**src/logic/seq_pkg.sv**
```systemverilog
// Purpose: Shared constants and types of the program sequencer.
// Assumes: Registers are reached over an Avalon-MM slave, word addressed.
// Notes: Offsets are byte offsets; the slave decodes address times four.
package seq_pkg;
   // Program counter, stack and pointer geometry.
   localparam int PC_WIDTH = 15;
   localparam int STACK_DEPTH = 16;
   localparam int STACK_AW = 4;
   localparam int PTR_WIDTH = 16;
   localparam int WORD_WIDTH = 14;
   localparam int DATA_WIDTH = 8;
   localparam int DM_AW = 12;
   localparam int CTX_WIDTH = 32;
   localparam int PM_WORDS_DEFAULT = 8192;

   // Fixed vectors and stack depth limits.
   localparam logic [14:0] RESET_VECTOR = 15'h0000;
   localparam logic [14:0] IRQ_VECTOR = 15'h0004;
   localparam logic [4:0] DEPTH_FULL = 5'h10;
   localparam logic [4:0] DEPTH_EMPTY = 5'h00;

   // Size of the instruction set reported to software.
   localparam logic [7:0] INSTR_COUNT = 8'h31;

   // Register byte offsets.
   localparam logic [4:0] OFF_POWER_CONTROL_STATUS = 5'h00;
   localparam logic [4:0] OFF_MASK = 5'h04;
   localparam logic [4:0] OFF_PC = 5'h08;
   localparam logic [4:0] OFF_DEPTH = 5'h0C;
   localparam logic [4:0] OFF_PTR0 = 5'h10;
   localparam logic [4:0] OFF_PTR1 = 5'h14;
   localparam logic [4:0] OFF_INFO = 5'h18;

   // Field positions of power_control_status and the mask.
   localparam int POWER_CONTROL_STATUS_UNF_BIT = 0;
   localparam int POWER_CONTROL_STATUS_OVF_BIT = 1;

   // Pointer space layout.
   localparam int PTR_PM_BIT = 15;
   localparam logic [15:0] LINEAR_BASE = 16'h2000;
   localparam logic [15:0] LINEAR_LAST = 16'h29FF;
   localparam logic [15:0] GPR_BANK_BYTES = 16'h0050;
   localparam logic [6:0] GPR_OFFSET = 7'h20;

   // Indirect access sequence.
   typedef enum logic [2:0]
   {
      ACC_IDLE = 3'b001,
      ACC_EXTRA = 3'b010,
      ACC_DATA = 3'b100
   } access_state_type;
endpackage : seq_pkg

```
**src/logic/cpu_program_sequencer.sv**
```systemverilog
// Purpose: Program counter, return stack, context shadows and pointers.
// Assumes: The core pulses step once per completed instruction.
// Notes: Registers sit behind an Avalon-MM slave with waitrequest.
// Operation
// [RULE_01] The return stack holds sixteen 15-bit program counter values.
// [RULE_02] Pushing a full stack or popping an empty one sets a status flag.
// [RULE_03] With the stack reset option on, a stack error resets the core.
// [RULE_04] Interrupt entry saves core registers; interrupt return restores.
// [RULE_05] Two 16-bit pointers reach all file registers and program memory.
// [RULE_06] A pointer access to program memory takes one extra cycle; here only reads do, discarded writes end in one cycle.
// [RULE_07] Pointers see general purpose RAM as one linear space.
// [RULE_08] The program counter is 15 bits, spanning 32K words of 14 bits.
// [RULE_09] Addresses past the implemented memory wrap inside it.
// [RULE_10] Any reset loads the program counter with address zero.
// [RULE_11] Interrupt entry pushes the return address and jumps to four.
// [RULE_12] The instruction set has exactly forty-nine instructions.
// [RULE_13] A pointer with bit 15 set addresses program memory.
// [RULE_14] A program memory read returns only the low eight bits.
// [RULE_15] Pointer writes to program memory are discarded.
// [RULE_16] Calls and interrupts push the return address; returns pop it.
// [RULE_17] The stack reset option is a strap caught during reset.
//
// The Avalon-MM slave port and the address map were chosen for this implementation.
`timescale 1ns/1ps
module cpu_program_sequencer #(
   parameter int PM_WORDS = seq_pkg::PM_WORDS_DEFAULT
)(
   input wire logic clk,
   input wire logic rst,
   input wire logic stack_reset_strap,
   input wire logic [2:0] avs_address,
   input wire logic avs_read,
   input wire logic avs_write,
   input wire logic [3:0] avs_byteenable,
   input wire logic [31:0] avs_writedata,
   output logic [31:0] avs_readdata,
   output logic avs_waitrequest,
   output logic irq,
   input wire logic step,
   input wire logic call,
   input wire logic ret,
   input wire logic retfie,
   input wire logic irq_take,
   input wire logic jump,
   input wire logic [14:0] target,
   input wire logic [31:0] ctx_in,
   output logic [31:0] ctx_out,
   output logic ctx_restore,
   output logic soft_reset,
   output logic [14:0] pc,
   output logic [14:0] pm_addr,
   input wire logic [13:0] pm_rdata,
   input wire logic ptr_wr,
   input wire logic ptr_sel,
   input wire logic [15:0] ptr_wdata,
   input wire logic ind_req,
   input wire logic ind_write,
   input wire logic ind_sel,
   input wire logic [7:0] ind_wdata,
   output logic [7:0] ind_rdata,
   output logic ind_done,
   output logic ind_busy,
   output logic [11:0] dm_addr,
   output logic dm_rd,
   output logic dm_wr,
   output logic [7:0] dm_wdata,
   input wire logic [7:0] dm_rdata
);
   typedef struct packed
   {
      seq_pkg::access_state_type st;
      logic [14:0] pc;
      logic [4:0] depth;
      logic ovf;
      logic unf;
      logic [1:0] mask;
      logic irq;
      logic waitreq;
      logic [31:0] rdata;
      logic [14:0] pm_addr;
      logic [11:0] dm_addr;
      logic dm_rd;
      logic dm_wr;
      logic [7:0] dm_wdata;
      logic [7:0] ind_rdata;
      logic ind_done;
      logic ind_pm;
      logic busy;
      logic soft_reset;
      logic [31:0] shadow;
      logic [31:0] ctx_out;
      logic ctx_restore;
      logic stk_rst_en;
   } seq_state_type;

   localparam logic [14:0] PM_MASK = 15'(PM_WORDS - 1);

   seq_state_type r;
   seq_state_type next_r;
   logic [14:0] top;
   logic [3:0] rd_addr;
   logic push;
   logic pop;
   logic ovf_evt;
   logic unf_evt;
   logic stk_err;
   logic push_wr;
   logic [14:0] ret_addr;
   logic wr_go;
   logic [4:0] wr_off;
   logic [4:0] rd_off;
   logic bus_ptr_wr;
   logic ptr_save;
   logic ptr_restore;
   logic [15:0] ptr0;
   logic [15:0] ptr1;
   logic acc_pm;
   logic [14:0] acc_pm_addr;
   logic [11:0] acc_dm_addr;
   logic acc_go;
   logic [31:0] reg_rd;

   // Stack pushes and pops on each completed instruction.
   always_comb
   begin
      push = step && (irq_take || (call && !ret && !retfie)); // RULE_16
      pop = step && !irq_take && (ret || retfie); // RULE_16
      ovf_evt = push && r.depth == seq_pkg::DEPTH_FULL; // RULE_02
      unf_evt = pop && r.depth == seq_pkg::DEPTH_EMPTY; // RULE_02
      stk_err = ovf_evt || unf_evt;
      push_wr = push && !ovf_evt;
      ret_addr = r.pc + 15'h0001;
      ptr_save = step && irq_take; // RULE_04
      ptr_restore = pop && retfie && !stk_err; // RULE_04
   end

   // Bus decode; a write takes effect where waitrequest is seen low.
   always_comb
   begin
      wr_go = avs_write && !r.waitreq;
      wr_off = {avs_address, 2'b00};
      rd_off = {avs_address, 2'b00};
      bus_ptr_wr = wr_go && (wr_off == seq_pkg::OFF_PTR0
         || wr_off == seq_pkg::OFF_PTR1);
      acc_go = ind_req && r.st == seq_pkg::ACC_IDLE;
   end

   // Register read multiplexer; unmapped offsets read zero.
   always_comb
   begin
      reg_rd = 32'h00000000;
      case (rd_off)
         seq_pkg::OFF_POWER_CONTROL_STATUS:
         begin
            reg_rd[seq_pkg::POWER_CONTROL_STATUS_OVF_BIT] = r.ovf;
            reg_rd[seq_pkg::POWER_CONTROL_STATUS_UNF_BIT] = r.unf;
         end
         seq_pkg::OFF_MASK: reg_rd[1:0] = r.mask;
         seq_pkg::OFF_PC: reg_rd[14:0] = r.pc; // RULE_08
         seq_pkg::OFF_DEPTH: reg_rd[4:0] = r.depth;
         seq_pkg::OFF_PTR0: reg_rd[15:0] = ptr0;
         seq_pkg::OFF_PTR1: reg_rd[15:0] = ptr1;
         seq_pkg::OFF_INFO:
         begin
            reg_rd[7:0] = seq_pkg::INSTR_COUNT; // RULE_12
            reg_rd[8] = r.stk_rst_en;
         end
         default: reg_rd = 32'h00000000;
      endcase
   end

   // Next state of the whole sequencer.
   always_comb
   begin
      next_r = r;
      next_r.dm_rd = 1'b0;
      next_r.dm_wr = 1'b0;
      next_r.ind_done = 1'b0;
      next_r.soft_reset = 1'b0;
      next_r.ctx_restore = 1'b0;
      // Bus handshake: one wait cycle, then the answer.
      next_r.waitreq = 1'b1;
      if ((avs_read || avs_write) && r.waitreq)
      begin
         next_r.waitreq = 1'b0;
         next_r.rdata = avs_read ? reg_rd : 32'h00000000;
      end
      if (wr_go && wr_off == seq_pkg::OFF_MASK && avs_byteenable[0])
      begin
         next_r.mask = avs_writedata[1:0];
      end
      // Sticky flags: write one to clear, a new event wins.
      if (wr_go && wr_off == seq_pkg::OFF_POWER_CONTROL_STATUS && avs_byteenable[0])
      begin
         next_r.ovf = r.ovf && !avs_writedata[seq_pkg::POWER_CONTROL_STATUS_OVF_BIT];
         next_r.unf = r.unf && !avs_writedata[seq_pkg::POWER_CONTROL_STATUS_UNF_BIT];
      end
      next_r.ovf = next_r.ovf || ovf_evt; // RULE_02
      next_r.unf = next_r.unf || unf_evt; // RULE_02
      // Program flow, interrupt first.
      if (step)
      begin
         next_r.pc = ret_addr;
         if (irq_take)
         begin
            next_r.pc = seq_pkg::IRQ_VECTOR; // RULE_11
            next_r.shadow = ctx_in; // RULE_04
         end
         else if (ret || retfie)
         begin
            if (!unf_evt)
            begin
               next_r.pc = top; // RULE_16
            end
            if (retfie && !unf_evt)
            begin
               next_r.ctx_out = r.shadow; // RULE_04
               next_r.ctx_restore = 1'b1;
            end
         end
         else if (call || jump)
         begin
            next_r.pc = target;
         end
         if (push_wr)
         begin
            next_r.depth = r.depth + 5'h01; // RULE_01
         end
         else if (pop && !unf_evt)
         begin
            next_r.depth = r.depth - 5'h01;
         end
      end
      // Indirect access sequence.
      case (r.st)
         seq_pkg::ACC_IDLE:
         begin
            if (acc_go)
            begin
               next_r.ind_pm = acc_pm;
               if (acc_pm && ind_write)
               begin
                  next_r.ind_done = 1'b1; // RULE_15
               end
               else if (acc_pm)
               begin
                  next_r.st = seq_pkg::ACC_EXTRA; // RULE_06
               end
               else
               begin
                  next_r.st = seq_pkg::ACC_DATA;
                  next_r.dm_addr = acc_dm_addr;
                  next_r.dm_rd = !ind_write;
                  next_r.dm_wr = ind_write;
                  next_r.dm_wdata = ind_wdata;
               end
            end
         end
         seq_pkg::ACC_EXTRA: next_r.st = seq_pkg::ACC_DATA;
         seq_pkg::ACC_DATA:
         begin
            next_r.st = seq_pkg::ACC_IDLE;
            next_r.ind_done = 1'b1;
            if (r.ind_pm)
            begin
               next_r.ind_rdata = pm_rdata[7:0]; // RULE_14
            end
            else if (!r.dm_wr)
            begin
               next_r.ind_rdata = dm_rdata;
            end
         end
         default: next_r.st = seq_pkg::ACC_IDLE;
      endcase
      next_r.busy = next_r.st != seq_pkg::ACC_IDLE;
      // Program memory port: pointer read while fetching, else the pc.
      next_r.pm_addr = next_r.pc & PM_MASK; // RULE_09
      if (next_r.st == seq_pkg::ACC_EXTRA)
      begin
         next_r.pm_addr = acc_pm_addr & PM_MASK; // RULE_09
      end
      else if (r.st == seq_pkg::ACC_EXTRA)
      begin
         next_r.pm_addr = r.pm_addr;
      end
      // A stack error with the option on restarts at the reset vector.
      if (stk_err && r.stk_rst_en)
      begin
         next_r.soft_reset = 1'b1; // RULE_03
         next_r.pc = seq_pkg::RESET_VECTOR; // RULE_03
         next_r.depth = seq_pkg::DEPTH_EMPTY;
         next_r.pm_addr = seq_pkg::RESET_VECTOR;
         next_r.ctx_restore = 1'b0;
      end
      next_r.irq = |({next_r.ovf, next_r.unf} & next_r.mask);
      if (rst)
      begin
         next_r = '0;
         next_r.st = seq_pkg::ACC_IDLE;
         next_r.waitreq = 1'b1;
         next_r.pc = seq_pkg::RESET_VECTOR; // RULE_10
         next_r.pm_addr = seq_pkg::RESET_VECTOR;
         next_r.stk_rst_en = stack_reset_strap; // RULE_17
      end
   end

   // Register the whole state.
   always_ff @(posedge clk)
   begin
      r <= next_r;
   end

   // Stack read address tracks the entry on top after this cycle.
   assign rd_addr = 4'(next_r.depth - 5'h01);

   stack_mem #(
      .WIDTH(seq_pkg::PC_WIDTH),
      .DEPTH(seq_pkg::STACK_DEPTH),
      .AW(seq_pkg::STACK_AW)
   ) u_stack (
      .clk(clk),
      .wr_en(push_wr && !rst),
      .wr_addr(r.depth[3:0]),
      .wr_data(ret_addr),
      .rd_addr(rd_addr),
      .rd_data(top)
   );

   ptr_unit u_ptr (
      .clk(clk),
      .rst(rst || r.soft_reset),
      .save(ptr_save),
      .restore(ptr_restore),
      .core_wr(ptr_wr),
      .core_sel(ptr_sel),
      .core_wdata(ptr_wdata),
      .bus_wr(bus_ptr_wr),
      .bus_sel(wr_off == seq_pkg::OFF_PTR1),
      .bus_be(avs_byteenable[1:0]),
      .bus_wdata(avs_writedata[15:0]),
      .acc_sel(ind_sel),
      .ptr0(ptr0),
      .ptr1(ptr1),
      .is_pm(acc_pm),
      .pm_addr(acc_pm_addr),
      .dm_addr(acc_dm_addr)
   );

   // Outputs come straight from the state register.
   assign avs_readdata = r.rdata;
   assign avs_waitrequest = r.waitreq;
   assign irq = r.irq;
   assign ctx_out = r.ctx_out;
   assign ctx_restore = r.ctx_restore;
   assign soft_reset = r.soft_reset;
   assign pc = r.pc;
   assign pm_addr = r.pm_addr;
   assign ind_rdata = r.ind_rdata;
   assign ind_done = r.ind_done;
   assign ind_busy = r.busy;
   assign dm_addr = r.dm_addr;
   assign dm_rd = r.dm_rd;
   assign dm_wr = r.dm_wr;
   assign dm_wdata = r.dm_wdata;

   // Checks on the sequencer behaviour.
   chk_stack_bound: assert property (@(posedge clk) disable iff (rst) // RULE_01
      r.depth <= seq_pkg::DEPTH_FULL)
      else $error("stack depth above sixteen");
   chk_ovf_flag: assert property (@(posedge clk) disable iff (rst) // RULE_02
      ovf_evt |=> r.ovf && $stable(r.depth) || r.soft_reset)
      else $error("overflow not flagged");
   chk_unf_flag: assert property (@(posedge clk) disable iff (rst) // RULE_02
      unf_evt |=> r.unf)
      else $error("underflow not flagged");
   chk_err_reset: assert property (@(posedge clk) disable iff (rst) // RULE_03
      stk_err && r.stk_rst_en |=> soft_reset && pc == 15'h0000
         && r.depth == 5'h00)
      else $error("stack error did not reset");
   chk_ctx_restore: assert property (@(posedge clk) disable iff (rst) // RULE_04
      step && !irq_take && retfie && !unf_evt
         |=> ctx_restore && ctx_out == $past(r.shadow))
      else $error("context not restored");
   chk_pm_extra: assert property (@(posedge clk) disable iff (rst) // RULE_06
      acc_go && acc_pm && !ind_write |=>
         (!ind_done && ind_busy) [*2] ##1 ind_done)
      else $error("program memory read timing wrong");
   chk_data_time: assert property (@(posedge clk) disable iff (rst) // RULE_06
      acc_go && !acc_pm |-> ##2 ind_done)
      else $error("data access timing wrong");
   chk_low_byte: assert property (@(posedge clk) disable iff (rst) // RULE_14
      ind_done && r.ind_pm && !$past(acc_go)
         |-> ind_rdata == $past(pm_rdata[7:0]))
      else $error("program memory byte wrong");
   chk_pm_nowrite: assert property (@(posedge clk) disable iff (rst) // RULE_15
      acc_go && acc_pm && ind_write |=> ind_done && !dm_wr && !ind_busy)
      else $error("program memory write not discarded");
   chk_pm_wrap: assert property (@(posedge clk) disable iff (rst) // RULE_09
      (pm_addr & ~PM_MASK) == 15'h0000)
      else $error("fetch address outside memory");
   chk_reset_pc: assert property (@(posedge clk) // RULE_10
      $past(rst) |-> pc == 15'h0000 && r.depth == 5'h00)
      else $error("reset vector not loaded");
   chk_irq_vector: assert property (@(posedge clk) disable iff (rst) // RULE_11
      step && irq_take && !ovf_evt |=> pc == 15'h0004
         && r.depth == $past(r.depth) + 5'h01)
      else $error("interrupt vector not loaded");
endmodule : cpu_program_sequencer

```
**src/logic/ptr_unit.sv**
```systemverilog
// Purpose: Two 16-bit indirect pointers with shadows and address decode.
// Assumes: Core writes win over bus writes in the same cycle.
// Notes: Bit 15 selects program memory; 2000h to 29FFh is linear GPR space.
`timescale 1ns/1ps
module ptr_unit (
   input wire logic clk,
   input wire logic rst,
   input wire logic save,
   input wire logic restore,
   input wire logic core_wr,
   input wire logic core_sel,
   input wire logic [15:0] core_wdata,
   input wire logic bus_wr,
   input wire logic bus_sel,
   input wire logic [1:0] bus_be,
   input wire logic [15:0] bus_wdata,
   input wire logic acc_sel,
   output logic [15:0] ptr0,
   output logic [15:0] ptr1,
   output logic is_pm,
   output logic [14:0] pm_addr,
   output logic [11:0] dm_addr
);
   typedef struct packed
   {
      logic [1:0][15:0] ptr;
      logic [1:0][15:0] shadow;
   } ptr_state_type;

   ptr_state_type r;
   ptr_state_type next_r;
   logic [15:0] sel_ptr;
   logic [15:0] offset;
   logic [15:0] bank;
   logic [15:0] index;

   // Save on interrupt entry, apply writes, restore on interrupt return.
   always_comb
   begin
      next_r = r;
      if (save)
      begin
         next_r.shadow = r.ptr; // RULE_04
      end
      if (bus_wr)
      begin
         for (int b = 0; b < 2; b++)
         begin
            if (bus_be[b])
            begin
               next_r.ptr[bus_sel][b*8 +: 8] = bus_wdata[b*8 +: 8];
            end
         end
      end
      if (core_wr)
      begin
         next_r.ptr[core_sel] = core_wdata; // RULE_05
      end
      if (restore)
      begin
         next_r.ptr = r.shadow; // RULE_04
      end
      if (rst)
      begin
         next_r = '0;
      end
   end

   // Register the whole state.
   always_ff @(posedge clk)
   begin
      r <= next_r;
   end

   // Decode the selected pointer into program or data memory addresses.
   always_comb
   begin
      sel_ptr = r.ptr[acc_sel];
      offset = sel_ptr - seq_pkg::LINEAR_BASE;
      bank = offset / seq_pkg::GPR_BANK_BYTES;
      index = offset % seq_pkg::GPR_BANK_BYTES;
      is_pm = sel_ptr[seq_pkg::PTR_PM_BIT]; // RULE_13
      pm_addr = sel_ptr[14:0];
      if (sel_ptr >= seq_pkg::LINEAR_BASE && sel_ptr <= seq_pkg::LINEAR_LAST)
      begin
         dm_addr = {bank[4:0], 7'(seq_pkg::GPR_OFFSET + index[6:0])}; // RULE_07
      end
      else
      begin
         dm_addr = sel_ptr[11:0];
      end
   end

   assign ptr0 = r.ptr[0];
   assign ptr1 = r.ptr[1];
endmodule : ptr_unit

```
**src/logic/stack_mem.sv**
```systemverilog
// Purpose: Return-address storage with a registered read port.
// Assumes: One write and one read per clock.
// Notes: A write to the address being read is forwarded to the read data.
`timescale 1ns/1ps
module stack_mem #(
   parameter int WIDTH = 15,
   parameter int DEPTH = 16,
   parameter int AW = 4
)(
   input wire logic clk,
   input wire logic wr_en,
   input wire logic [AW-1:0] wr_addr,
   input wire logic [WIDTH-1:0] wr_data,
   input wire logic [AW-1:0] rd_addr,
   output logic [WIDTH-1:0] rd_data
);
   typedef struct packed
   {
      logic [DEPTH-1:0][WIDTH-1:0] mem;
      logic [WIDTH-1:0] rd;
   } mem_state_type;

   mem_state_type r;
   mem_state_type next_r;

   // Write the entry and fetch the entry at the read address.
   always_comb
   begin
      next_r = r;
      if (wr_en)
      begin
         next_r.mem[wr_addr] = wr_data;
      end
      if (wr_en && wr_addr == rd_addr)
      begin
         next_r.rd = wr_data;
      end
      else
      begin
         next_r.rd = r.mem[rd_addr];
      end
   end

   // Register the whole state.
   always_ff @(posedge clk)
   begin
      r <= next_r;
   end

   assign rd_data = r.rd;
endmodule : stack_mem

```
**config.mk**
```make
export PLATFORM = sky130hd
export DESIGN_NAME = cpu_program_sequencer
export DESIGN_NICKNAME = d
export VERILOG_FILES = /design/src/logic/seq_pkg.sv /design/src/logic/cpu_program_sequencer.sv /design/src/logic/ptr_unit.sv /design/src/logic/stack_mem.sv
export SDC_FILE = /design/constraint.sdc
export NUM_CORES = 1
export LEC_CHECK = 0
export BUFFER_PORTS_ARGS = -buffer_cell sky130_fd_sc_hd__buf_2
export CORE_MARGIN = 2
export CORE_UTILIZATION = 59
export CTS_CLUSTER_SIZE = 25
export DETAILED_ROUTE_END_ITERATION = 12
export PLACE_DENSITY = 0.81
export RECOVER_POWER = 100
export SLEW_MARGIN = 20
export SYNTH_ARGS = -nofsm -noshare
export SYNTH_HDL_FRONTEND = slang
export SYNTH_SLANG_ARGS = --single-unit
```
**constraint.sdc**
```tcl
create_clock -name clk -period 9 [get_ports clk]
set_input_delay 1.8 -clock clk [delete_from_list [all_inputs] [get_ports clk]]
set_output_delay 1.8 -clock clk [all_outputs]
set_load 0.02 [all_outputs]
```
==> impl_metrics.env, run 1 <==
export IMPL_dp_hpwl_um=41500
export IMPL_syn_avg_cell_area_um2=10.5
export IMPL_first_pass_iters=6
export IMPL_power_density_mw_per_mm2=278
export IMPL_crit_path_max_incr_delay_ns=0.86
export IMPL_synth_top_area_share_pct=31.9
export IMPL_track_usage_pct=31.1
export IMPL_core_mm2=0.0378
export IMPL_ys_ff_latch=477
export IMPL_placedInstanceArea_mm2=0.0235
export IMPL_r2r_end="dm_addr[6]$_SDFFE_PP0P_"
export IMPL_die_height_um=200
export IMPL_final_hold_viol_count=0
export IMPL_synth_area_leader_cell="edfxtp_1"
export IMPL_grt_pass1_vias=16717
export IMPL_grt_overflow=0
export IMPL_htreeDepth=2
export IMPL_multi_input_area_mm2=0.00926
export IMPL_irDropWorstVdd_uv=173
export IMPL_worstHoldPathType="flip-flop to flip-flop"
export IMPL_required_ns=9.48
export IMPL_via_count=17538
export IMPL_grt_max_degree=85
export IMPL_endpoint_kind="flip-flop"
export IMPL_fin_cells=2787
export IMPL_synthDistinctLibCells=88
export IMPL_netlist_instances=2167
export IMPL_drt_wirelength_per_cell_um=22.9
export IMPL_ant_nets=0
export IMPL_setup_tns_ns=0
export IMPL_remaining_drc_errors=0
export IMPL_pwr_share_seq_pct=36.6
export IMPL_tightest_slew_ns=3.74
export IMPL_max_slew_margin_pct=-149
export IMPL_fin_skew_ns=0.0196
export IMPL_antenna_found_initial=1
export IMPL_num_rows=71
export IMPL_setup_viol=0
export IMPL_utilization_pct=66.0
export IMPL_drtIter0Drc=2174
export IMPL_drive_gt1_share_pct=15.6
export IMPL_io_pin_count=278
export IMPL_cts_resized_gates=0
export IMPL_post_place_ws_ns=0.704
export IMPL_synth_warnings=0
export IMPL_nFillCells=2863
export IMPL_p_sw_mw=2.37
export IMPL_fin_crit_ns=8.24
export IMPL_finalMaxSlewViolations=496
export IMPL_whs_ns=0.452
export IMPL_crit_type="input port to flip-flop"
export IMPL_fin_crit_sh_pct=91.5
export IMPL_io_buffers=235
export IMPL_clock_latency_ns=0.60
export IMPL_cts_root_buffer="clkbuf_16"
export IMPL_hold_path_cell_count=2
export IMPL_crit_path_start_kind="input port"
export IMPL_gp_congestion=0.963
export IMPL_rrSetupSlack_ns=1.78
export IMPL_p_clk_share_pct=30.3
export IMPL_clkTransAtPathRegs_ns=0.06
export IMPL_synthArstFlopShare_pct=0
export IMPL_yosysSeqAreaShare_pct=52.7
export IMPL_rsz0062_at_grt="no"
export IMPL_wirelength_um=63700
export IMPL_hold_buffers=0
export IMPL_clock_path_buffers=3
export IMPL_yosys_top_cells_area="edfxtp_1, dfxtp_1, mux4_2"
export IMPL_nets=2393
export IMPL_p_leak_nw=8.61
export IMPL_hp_start="dm_addr[9]$_SDFFE_PP0P_"
export IMPL_grt_pass1_wl_um=96700
export IMPL_worstPathMaxFanout=8
export IMPL_power_mw=6.92
export IMPL_synth_top_cells_by_count="nand2_1, edfxtp_1, dfxtp_1"
export IMPL_netSwitchingFraction_pct=34.3
export IMPL_dp_cells=2694
export IMPL_fp_dieW_um=200
export IMPL_cts_sinks=477
export IMPL_max_freq_mhz=121
export IMPL_final_cell_area_mm2=0.0249
export IMPL_r2r_start="u_ptr.ptr0[13]$_SDFF_PP0_"
export IMPL_via_per_inst=6.29
export IMPL_postCtsSetupBuffers=0
export IMPL_synthFlopType="edfxtp_1"
export IMPL_cts_tree="done"
export IMPL_violations="max-capacitance violations, max-slew violations"
export IMPL_setup_ws_ns=0.764
export IMPL_syn_cell_area_mm2=0.0227
export IMPL_cap_viol_max_count=16
export IMPL_yosysMostFrequentCell="nand2_1"
export IMPL_internal_power_mw=4.55
export IMPL_floorplan_initialDensity_pct=60.2
export IMPL_status="finished with violations"
export IMPL_arrival_ns=8.71
export IMPL_min_to="dm_addr[9]$_SDFFE_PP0P_"
export IMPL_dieArea_mm2=0.0401
export IMPL_crit_chain="buf_2 -> mux2_2 -> inv_1 -> ha_1 -> xor2_1 -> a22o_1 -> mux2i_1 -> o31ai_2 -> o311ai_0 -> a22oi_1 -> o41ai_1 -> a31o_2 -> nor3_2 -> maj3_1 -> a2111oi_1 -> a221o_1 -> nor2_2 -> nor3b_2 -> a211oi_4 -> a311oi_1 -> and3_1 -> o211ai_1"
export IMPL_syn_to_final_growth_pct=9.70
export IMPL_ff_latch_area_mm2=0.0120
export IMPL_combPwrFrac_pct=33.1
export IMPL_r2r_worst_path_cells=21
export IMPL_cts_inserted_buffers=49
export IMPL_slowest_stage="o311ai_0"
export IMPL_synth_edff_count=241
[metal layers]
layer  track usage [%]  vias up  routed length (µm)
met3              5.76      175                6100
met2              49.0      996               29700
met5                 0        -                  11
li1                  -     7866                   -
met4              14.8        2                2770
met1              41.9     8499               25200
[critical path: cells and delay by family]
kind	cells	cell delay (ns)
compound gates	11	3.90
mux	2	1.00
fa+ha+maj	2	0.76
simple gates	4	0.69
buf+inv	2	0.27
xor+xnor	1	0.26
[power groups by stage]
stage	clock (mW)	combinational (mW)	sequential (mW)
floorplan	0	1.75	2.52
global placement	0	2.16	2.57
detailed placement	0	2.24	2.57
CTS	2.11	2.28	2.53
global route	2.20	2.47	2.54
finish	2.09	2.29	2.53
[logic make-up after synthesis]
group / count (synthesis) / share of synthesized area [%]
flip-flops: 477 / 52.7
XOR/XNOR: 35 / 1.50
buffers and inverters: 301 / 7.18
multiplexers: 183 / 11.7
other: 1 / 0.0165
adder cells (fa/ha/maj): 11 / 0.584
AND/OR/NAND/NOR: 665 / 12.6
AO/OA/AOI/OAI: 494 / 13.7
[worst max-delay path by stage]
stage                 start                 endpoint  slack (ns)  cells past startpoint
CTS                 ind_sel  dm_addr[5]$_SDFFE_PP0P_        1.28                     22
global placement    ind_sel  dm_addr[5]$_SDFFE_PP0P_        0.79                     22
finish              ind_sel  dm_addr[6]$_SDFFE_PP0P_        0.76                     22
global route        ind_sel  dm_addr[5]$_SDFFE_PP0P_        0.37                     22
floorplan           ind_sel  dm_addr[5]$_SDFFE_PP0P_        1.20                     28
detailed placement  ind_sel  dm_addr[5]$_SDFFE_PP0P_        0.70                     22
[cell usage in the layout (no fill, tap or decap), drive strengths merged, types with 27 or more instances in the layout]
| cell | synthesis | final |
|---|---|---|
| dfxtp | 236 | 236 |
| clkbuf | 120 | 195 |
| nand3 | 33 | 33 |
| buf | 148 | 143 |
| o21ai | 63 | 63 |
| inv | 33 | 37 |
| mux2i | 93 | 93 |
| nand2 | 295 | 295 |
| nor3 | 27 | 27 |
| a22oi | 27 | 27 |
| a211oi | 72 | 72 |
| mux4 | 61 | 61 |
| nor2 | 218 | 218 |
| edfxtp | 241 | 241 |
| a21oi | 215 | 215 |
| mux2 | 29 | 29 |
[final cells by class]
class                   count  area share [%]
flip-flops and latches    477            48.0
multi-input cells        1406            37.1
diodes                      1          0.0100
well taps                 511            2.57
inverters                  33           0.497
clock buffers              69            5.96
clock inverters            21           0.813
repair buffers            269            5.01
[registers in the layout (all words and copies together), names as in the netlist]
register,count
u_stack.r,240
r,46
ctx_out,32
u_ptr.r,32
avs_readdata,16
u_ptr.ptr0,16
u_ptr.ptr1,16
pc,15
u_stack.rd_data,15
pm_addr,13
dm_addr,12
dm_wdata,8
ind_rdata,8
avs_waitrequest,1
ctx_restore,1
dm_rd,1
dm_wr,1
ind_busy,1
ind_done,1
irq,1
soft_reset,1
Note: power is estimated with default switching activity, not from simulation.
==> inputs of run 2 (changes only) <==
--- a/config.mk
+++ b/config.mk
@@ -5,12 +5,13 @@
 export SDC_FILE = /design/constraint.sdc
 export NUM_CORES = 1
 export LEC_CHECK = 0
+export ABC_AREA = 1
 export BUFFER_PORTS_ARGS = -buffer_cell sky130_fd_sc_hd__buf_2
-export CORE_MARGIN = 2
-export CORE_UTILIZATION = 59
+export CORE_MARGIN = 4
+export CORE_UTILIZATION = 58
 export CTS_CLUSTER_SIZE = 25
 export DETAILED_ROUTE_END_ITERATION = 12
-export PLACE_DENSITY = 0.81
+export PLACE_DENSITY = 0.8
 export RECOVER_POWER = 100
 export SLEW_MARGIN = 20
 export SYNTH_ARGS = -nofsm -noshare
==> impl_metrics.env, run 2 <==
export IMPL_synth_warnings=0
export IMPL_synthDistinctLibCells=51
export IMPL_setup_ws_ns=1.01
export IMPL_syn_cell_area_mm2=0.0223
export IMPL_fin_crit_ns=7.99
export IMPL_regMostFlops="u_stack.r"
export IMPL_drive_gt1_share_pct=11.1
export IMPL_fp_dieW_um=204
export IMPL_synth_edff_count=241
export IMPL_final_common_cell="nor2_1"
export IMPL_hold_buffers=0
export IMPL_nets=2819
export IMPL_wl_met3_um=6800
export IMPL_yosysSeqAreaShare_pct=53.6
export IMPL_crit_type="input port to flip-flop"
export IMPL_clock_path_buffers=3
export IMPL_irDropWorstVdd_uv=386
export IMPL_wl_met2_um=28600
export IMPL_largest_reg_flops=240
export IMPL_cts_resized_gates=0
export IMPL_drt_wirelength_per_cell_um=19.7
export IMPL_syn_to_final_growth_pct=9.37
export IMPL_io_pin_count=278
export IMPL_track_usage_pct=29.4
export IMPL_via_count=18991
export IMPL_hp_start="dm_addr[6]$_SDFFE_PP0P_"
export IMPL_synth_area_leader_cell="edfxtp_1"
export IMPL_postCtsSetupBuffers=0
export IMPL_finalMaxSlewViolations=314
export IMPL_final_cell_mix="nor2_1, o21ai_0, nand2_1, edfxtp_1, dfxtp_1"
export IMPL_synthFlopType="edfxtp_1"
export IMPL_max_slew_margin_pct=-155
export IMPL_crit_path_start_kind="input port"
export IMPL_antenna_found_initial=6
export IMPL_floorplan_initialDensity_pct=59.0
export IMPL_highest_layer="met5"
export IMPL_htreeDepth=2
export IMPL_yosysMostFrequentCell="nor2_1"
export IMPL_crit_start="step"
export IMPL_synthArstFlopShare_pct=0
export IMPL_fin_skew_ns=0.0151
export IMPL_gp_congestion=0.956
export IMPL_final_hold_viol_count=0
export IMPL_ys_ff_latch=477
export IMPL_netlist_instances=2578
export IMPL_r2r_end="dm_addr[6]$_SDFFE_PP0P_"
export IMPL_grt_max_degree=99
export IMPL_r2r_worst_path_cells=55
export IMPL_cts_root_buffer="clkbuf_16"
export IMPL_remaining_drc_errors=0
export IMPL_grt_pass1_vias=17854
export IMPL_grt_pass1_wl_um=97800
export IMPL_syn_avg_cell_area_um2=8.66
export IMPL_required_ns=9.49
export IMPL_rsz0062_at_grt="no"
export IMPL_core_mm2=0.0378
export IMPL_die_height_um=204
export IMPL_clock_latency_ns=0.58
export IMPL_setup_tns_ns=0
export IMPL_dieArea_mm2=0.0417
export IMPL_min_to="dm_addr[6]$_SDFFE_PP0P_"
export IMPL_tightest_slew_ns=3.83
export IMPL_rrSetupSlack_ns=2.57
export IMPL_hold_path_cell_count=2
export IMPL_drtIter0Drc=1892
export IMPL_dp_hpwl_um=41300
export IMPL_placedInstanceArea_mm2=0.0231
export IMPL_violations="max-capacitance violations, max-slew violations"
export IMPL_worstPathMaxFanout=63
export IMPL_cts_sinks=477
export IMPL_arrival_ns=8.49
export IMPL_final_cell_area_mm2=0.0244
export IMPL_met1_length_um=25300
export IMPL_wirelength_um=63300
export IMPL_synth_top_area_share_pct=32.4
export IMPL_cts_tree="done"
export IMPL_grt_overflow=0
export IMPL_setup_viol=0
export IMPL_endpoint_kind="flip-flop"
export IMPL_via_per_inst=5.91
export IMPL_utilization_pct=64.5
export IMPL_max_freq_mhz=125
export IMPL_post_place_ws_ns=0.970
export IMPL_cts_inserted_buffers=48
export IMPL_power_density_mw_per_mm2=369
export IMPL_num_rows=71
export IMPL_first_pass_iters=6
export IMPL_whs_ns=0.455
export IMPL_status="finished with violations"
export IMPL_fin_crit_sh_pct=88.8
export IMPL_cap_viol_max_count=8
export IMPL_ant_nets=0
export IMPL_worstHoldPathType="flip-flop to flip-flop"
export IMPL_io_buffers=235
export IMPL_clkTransAtPathRegs_ns=0.06
export IMPL_synth_top_cells_by_count="nor2_1, o21ai_0, nand2_1"
export IMPL_yosys_top_cells_area="edfxtp_1, dfxtp_1, o21ai_0"
export IMPL_p_leak_nw=9.52
export IMPL_r2r_start="u_ptr.ptr1[13]$_SDFF_PP0_"
export IMPL_reg_top3="u_stack.r: 240 flops, r: 46 flops"
run 2: cell types whose count changed after synthesis, sizes merged, moves of 29 or more:
cell	delta
a211oi	-69
a21oi	-106
inv	+138
mux2	-29
mux2i	-93
mux4	-61
nand2	+91
nand3	+106
nor2	+202
o21ai	+314
o221ai	+38
run 2: layer usage:
layer,vias to the layer above,track usage [%]
li1,8895,-
met1,8925,40.2
met2,991,46.3
met3,174,5.93
met4,6,12.0
met5,-,0
run 2: power by group:
| group | leakage (nW) | internal (mW) | switching (mW) |
|---|---|---|---|
| Combinational | 4.58 | 1.38 | 3.10 |
| Clock | 0.774 | 1.17 | 0.837 |
| Sequential | 4.17 | 2.43 | 0.0941 |
run 2: critical path, cell delays in order:
cell and delay [ns]:
clkbuf_1 0.26, nand2_1 0.13, clkbuf_1 1.57, inv_2 0.06
a31oi_1 0.26, nor2_1 0.08, o21ai_0 0.38, nand2_1 0.49
inv_1 0.63, nand2_4 0.39, inv_2 0.85, buf_4 0.67
o21ai_0 0.16, o221ai_1 0.23, o21ai_0 0.12, nor2_1 0.14
o21ai_0 0.10, o21ai_0 0.11
run 2: cells by family after synthesis:
| family | count (synthesis) | share of synthesized area (%) |
|---|---|---|
| AO/OA/AOI/OAI | 656 | 16.8 |
| XOR/XNOR | 18 | 0.706 |
| adder cells (fa/ha/maj) | 9 | 0.505 |
| buffers and inverters | 426 | 9.32 |
| flip-flops | 477 | 53.6 |
| other | 1 | 0.0168 |
| AND/OR/NAND/NOR | 991 | 19.0 |
run 2: worst max path at each step:
stage / endpoint / slack, ns / depth (start not counted)
floorplan: dm_addr[6]$_SDFFE_PP0P_ / 2.26 / 60
global placement: dm_addr[6]$_SDFFE_PP0P_ / 1.17 / 59
detailed placement: dm_addr[6]$_SDFFE_PP0P_ / 0.97 / 55
CTS: dm_addr[6]$_SDFFE_PP0P_ / 1.56 / 57
global route: dm_addr[6]$_SDFFE_PP0P_ / 0.38 / 59
finish: u_stack.rd_data[1]$_DFF_P_ / 1.01 / 18
run 2: per-stage QoR:
| step | power, mW | std cells |
|---|---|---|
| 5_1_grt | 9.67 | 3214 |
| 4_1_cts | 8.99 | 3211 |
| 3_5_place_dp | 6.97 | 3122 |
| 6_report | 9.01 | 3215 |
| 2_1_floorplan | 6.10 | 2595 |
| 3_3_place_gp | 6.85 | 3122 |
run 2: final cells by class:
cell class              count  area (µm²)
multi-input cells        1692        8350
diodes                      3        7.51
clock buffers              62        1300
inverters                 173         649
well taps                 511         639
fillers                  3201       13400
repair buffers            270        1220
clock inverters            27         279
flip-flops and latches    477       12000
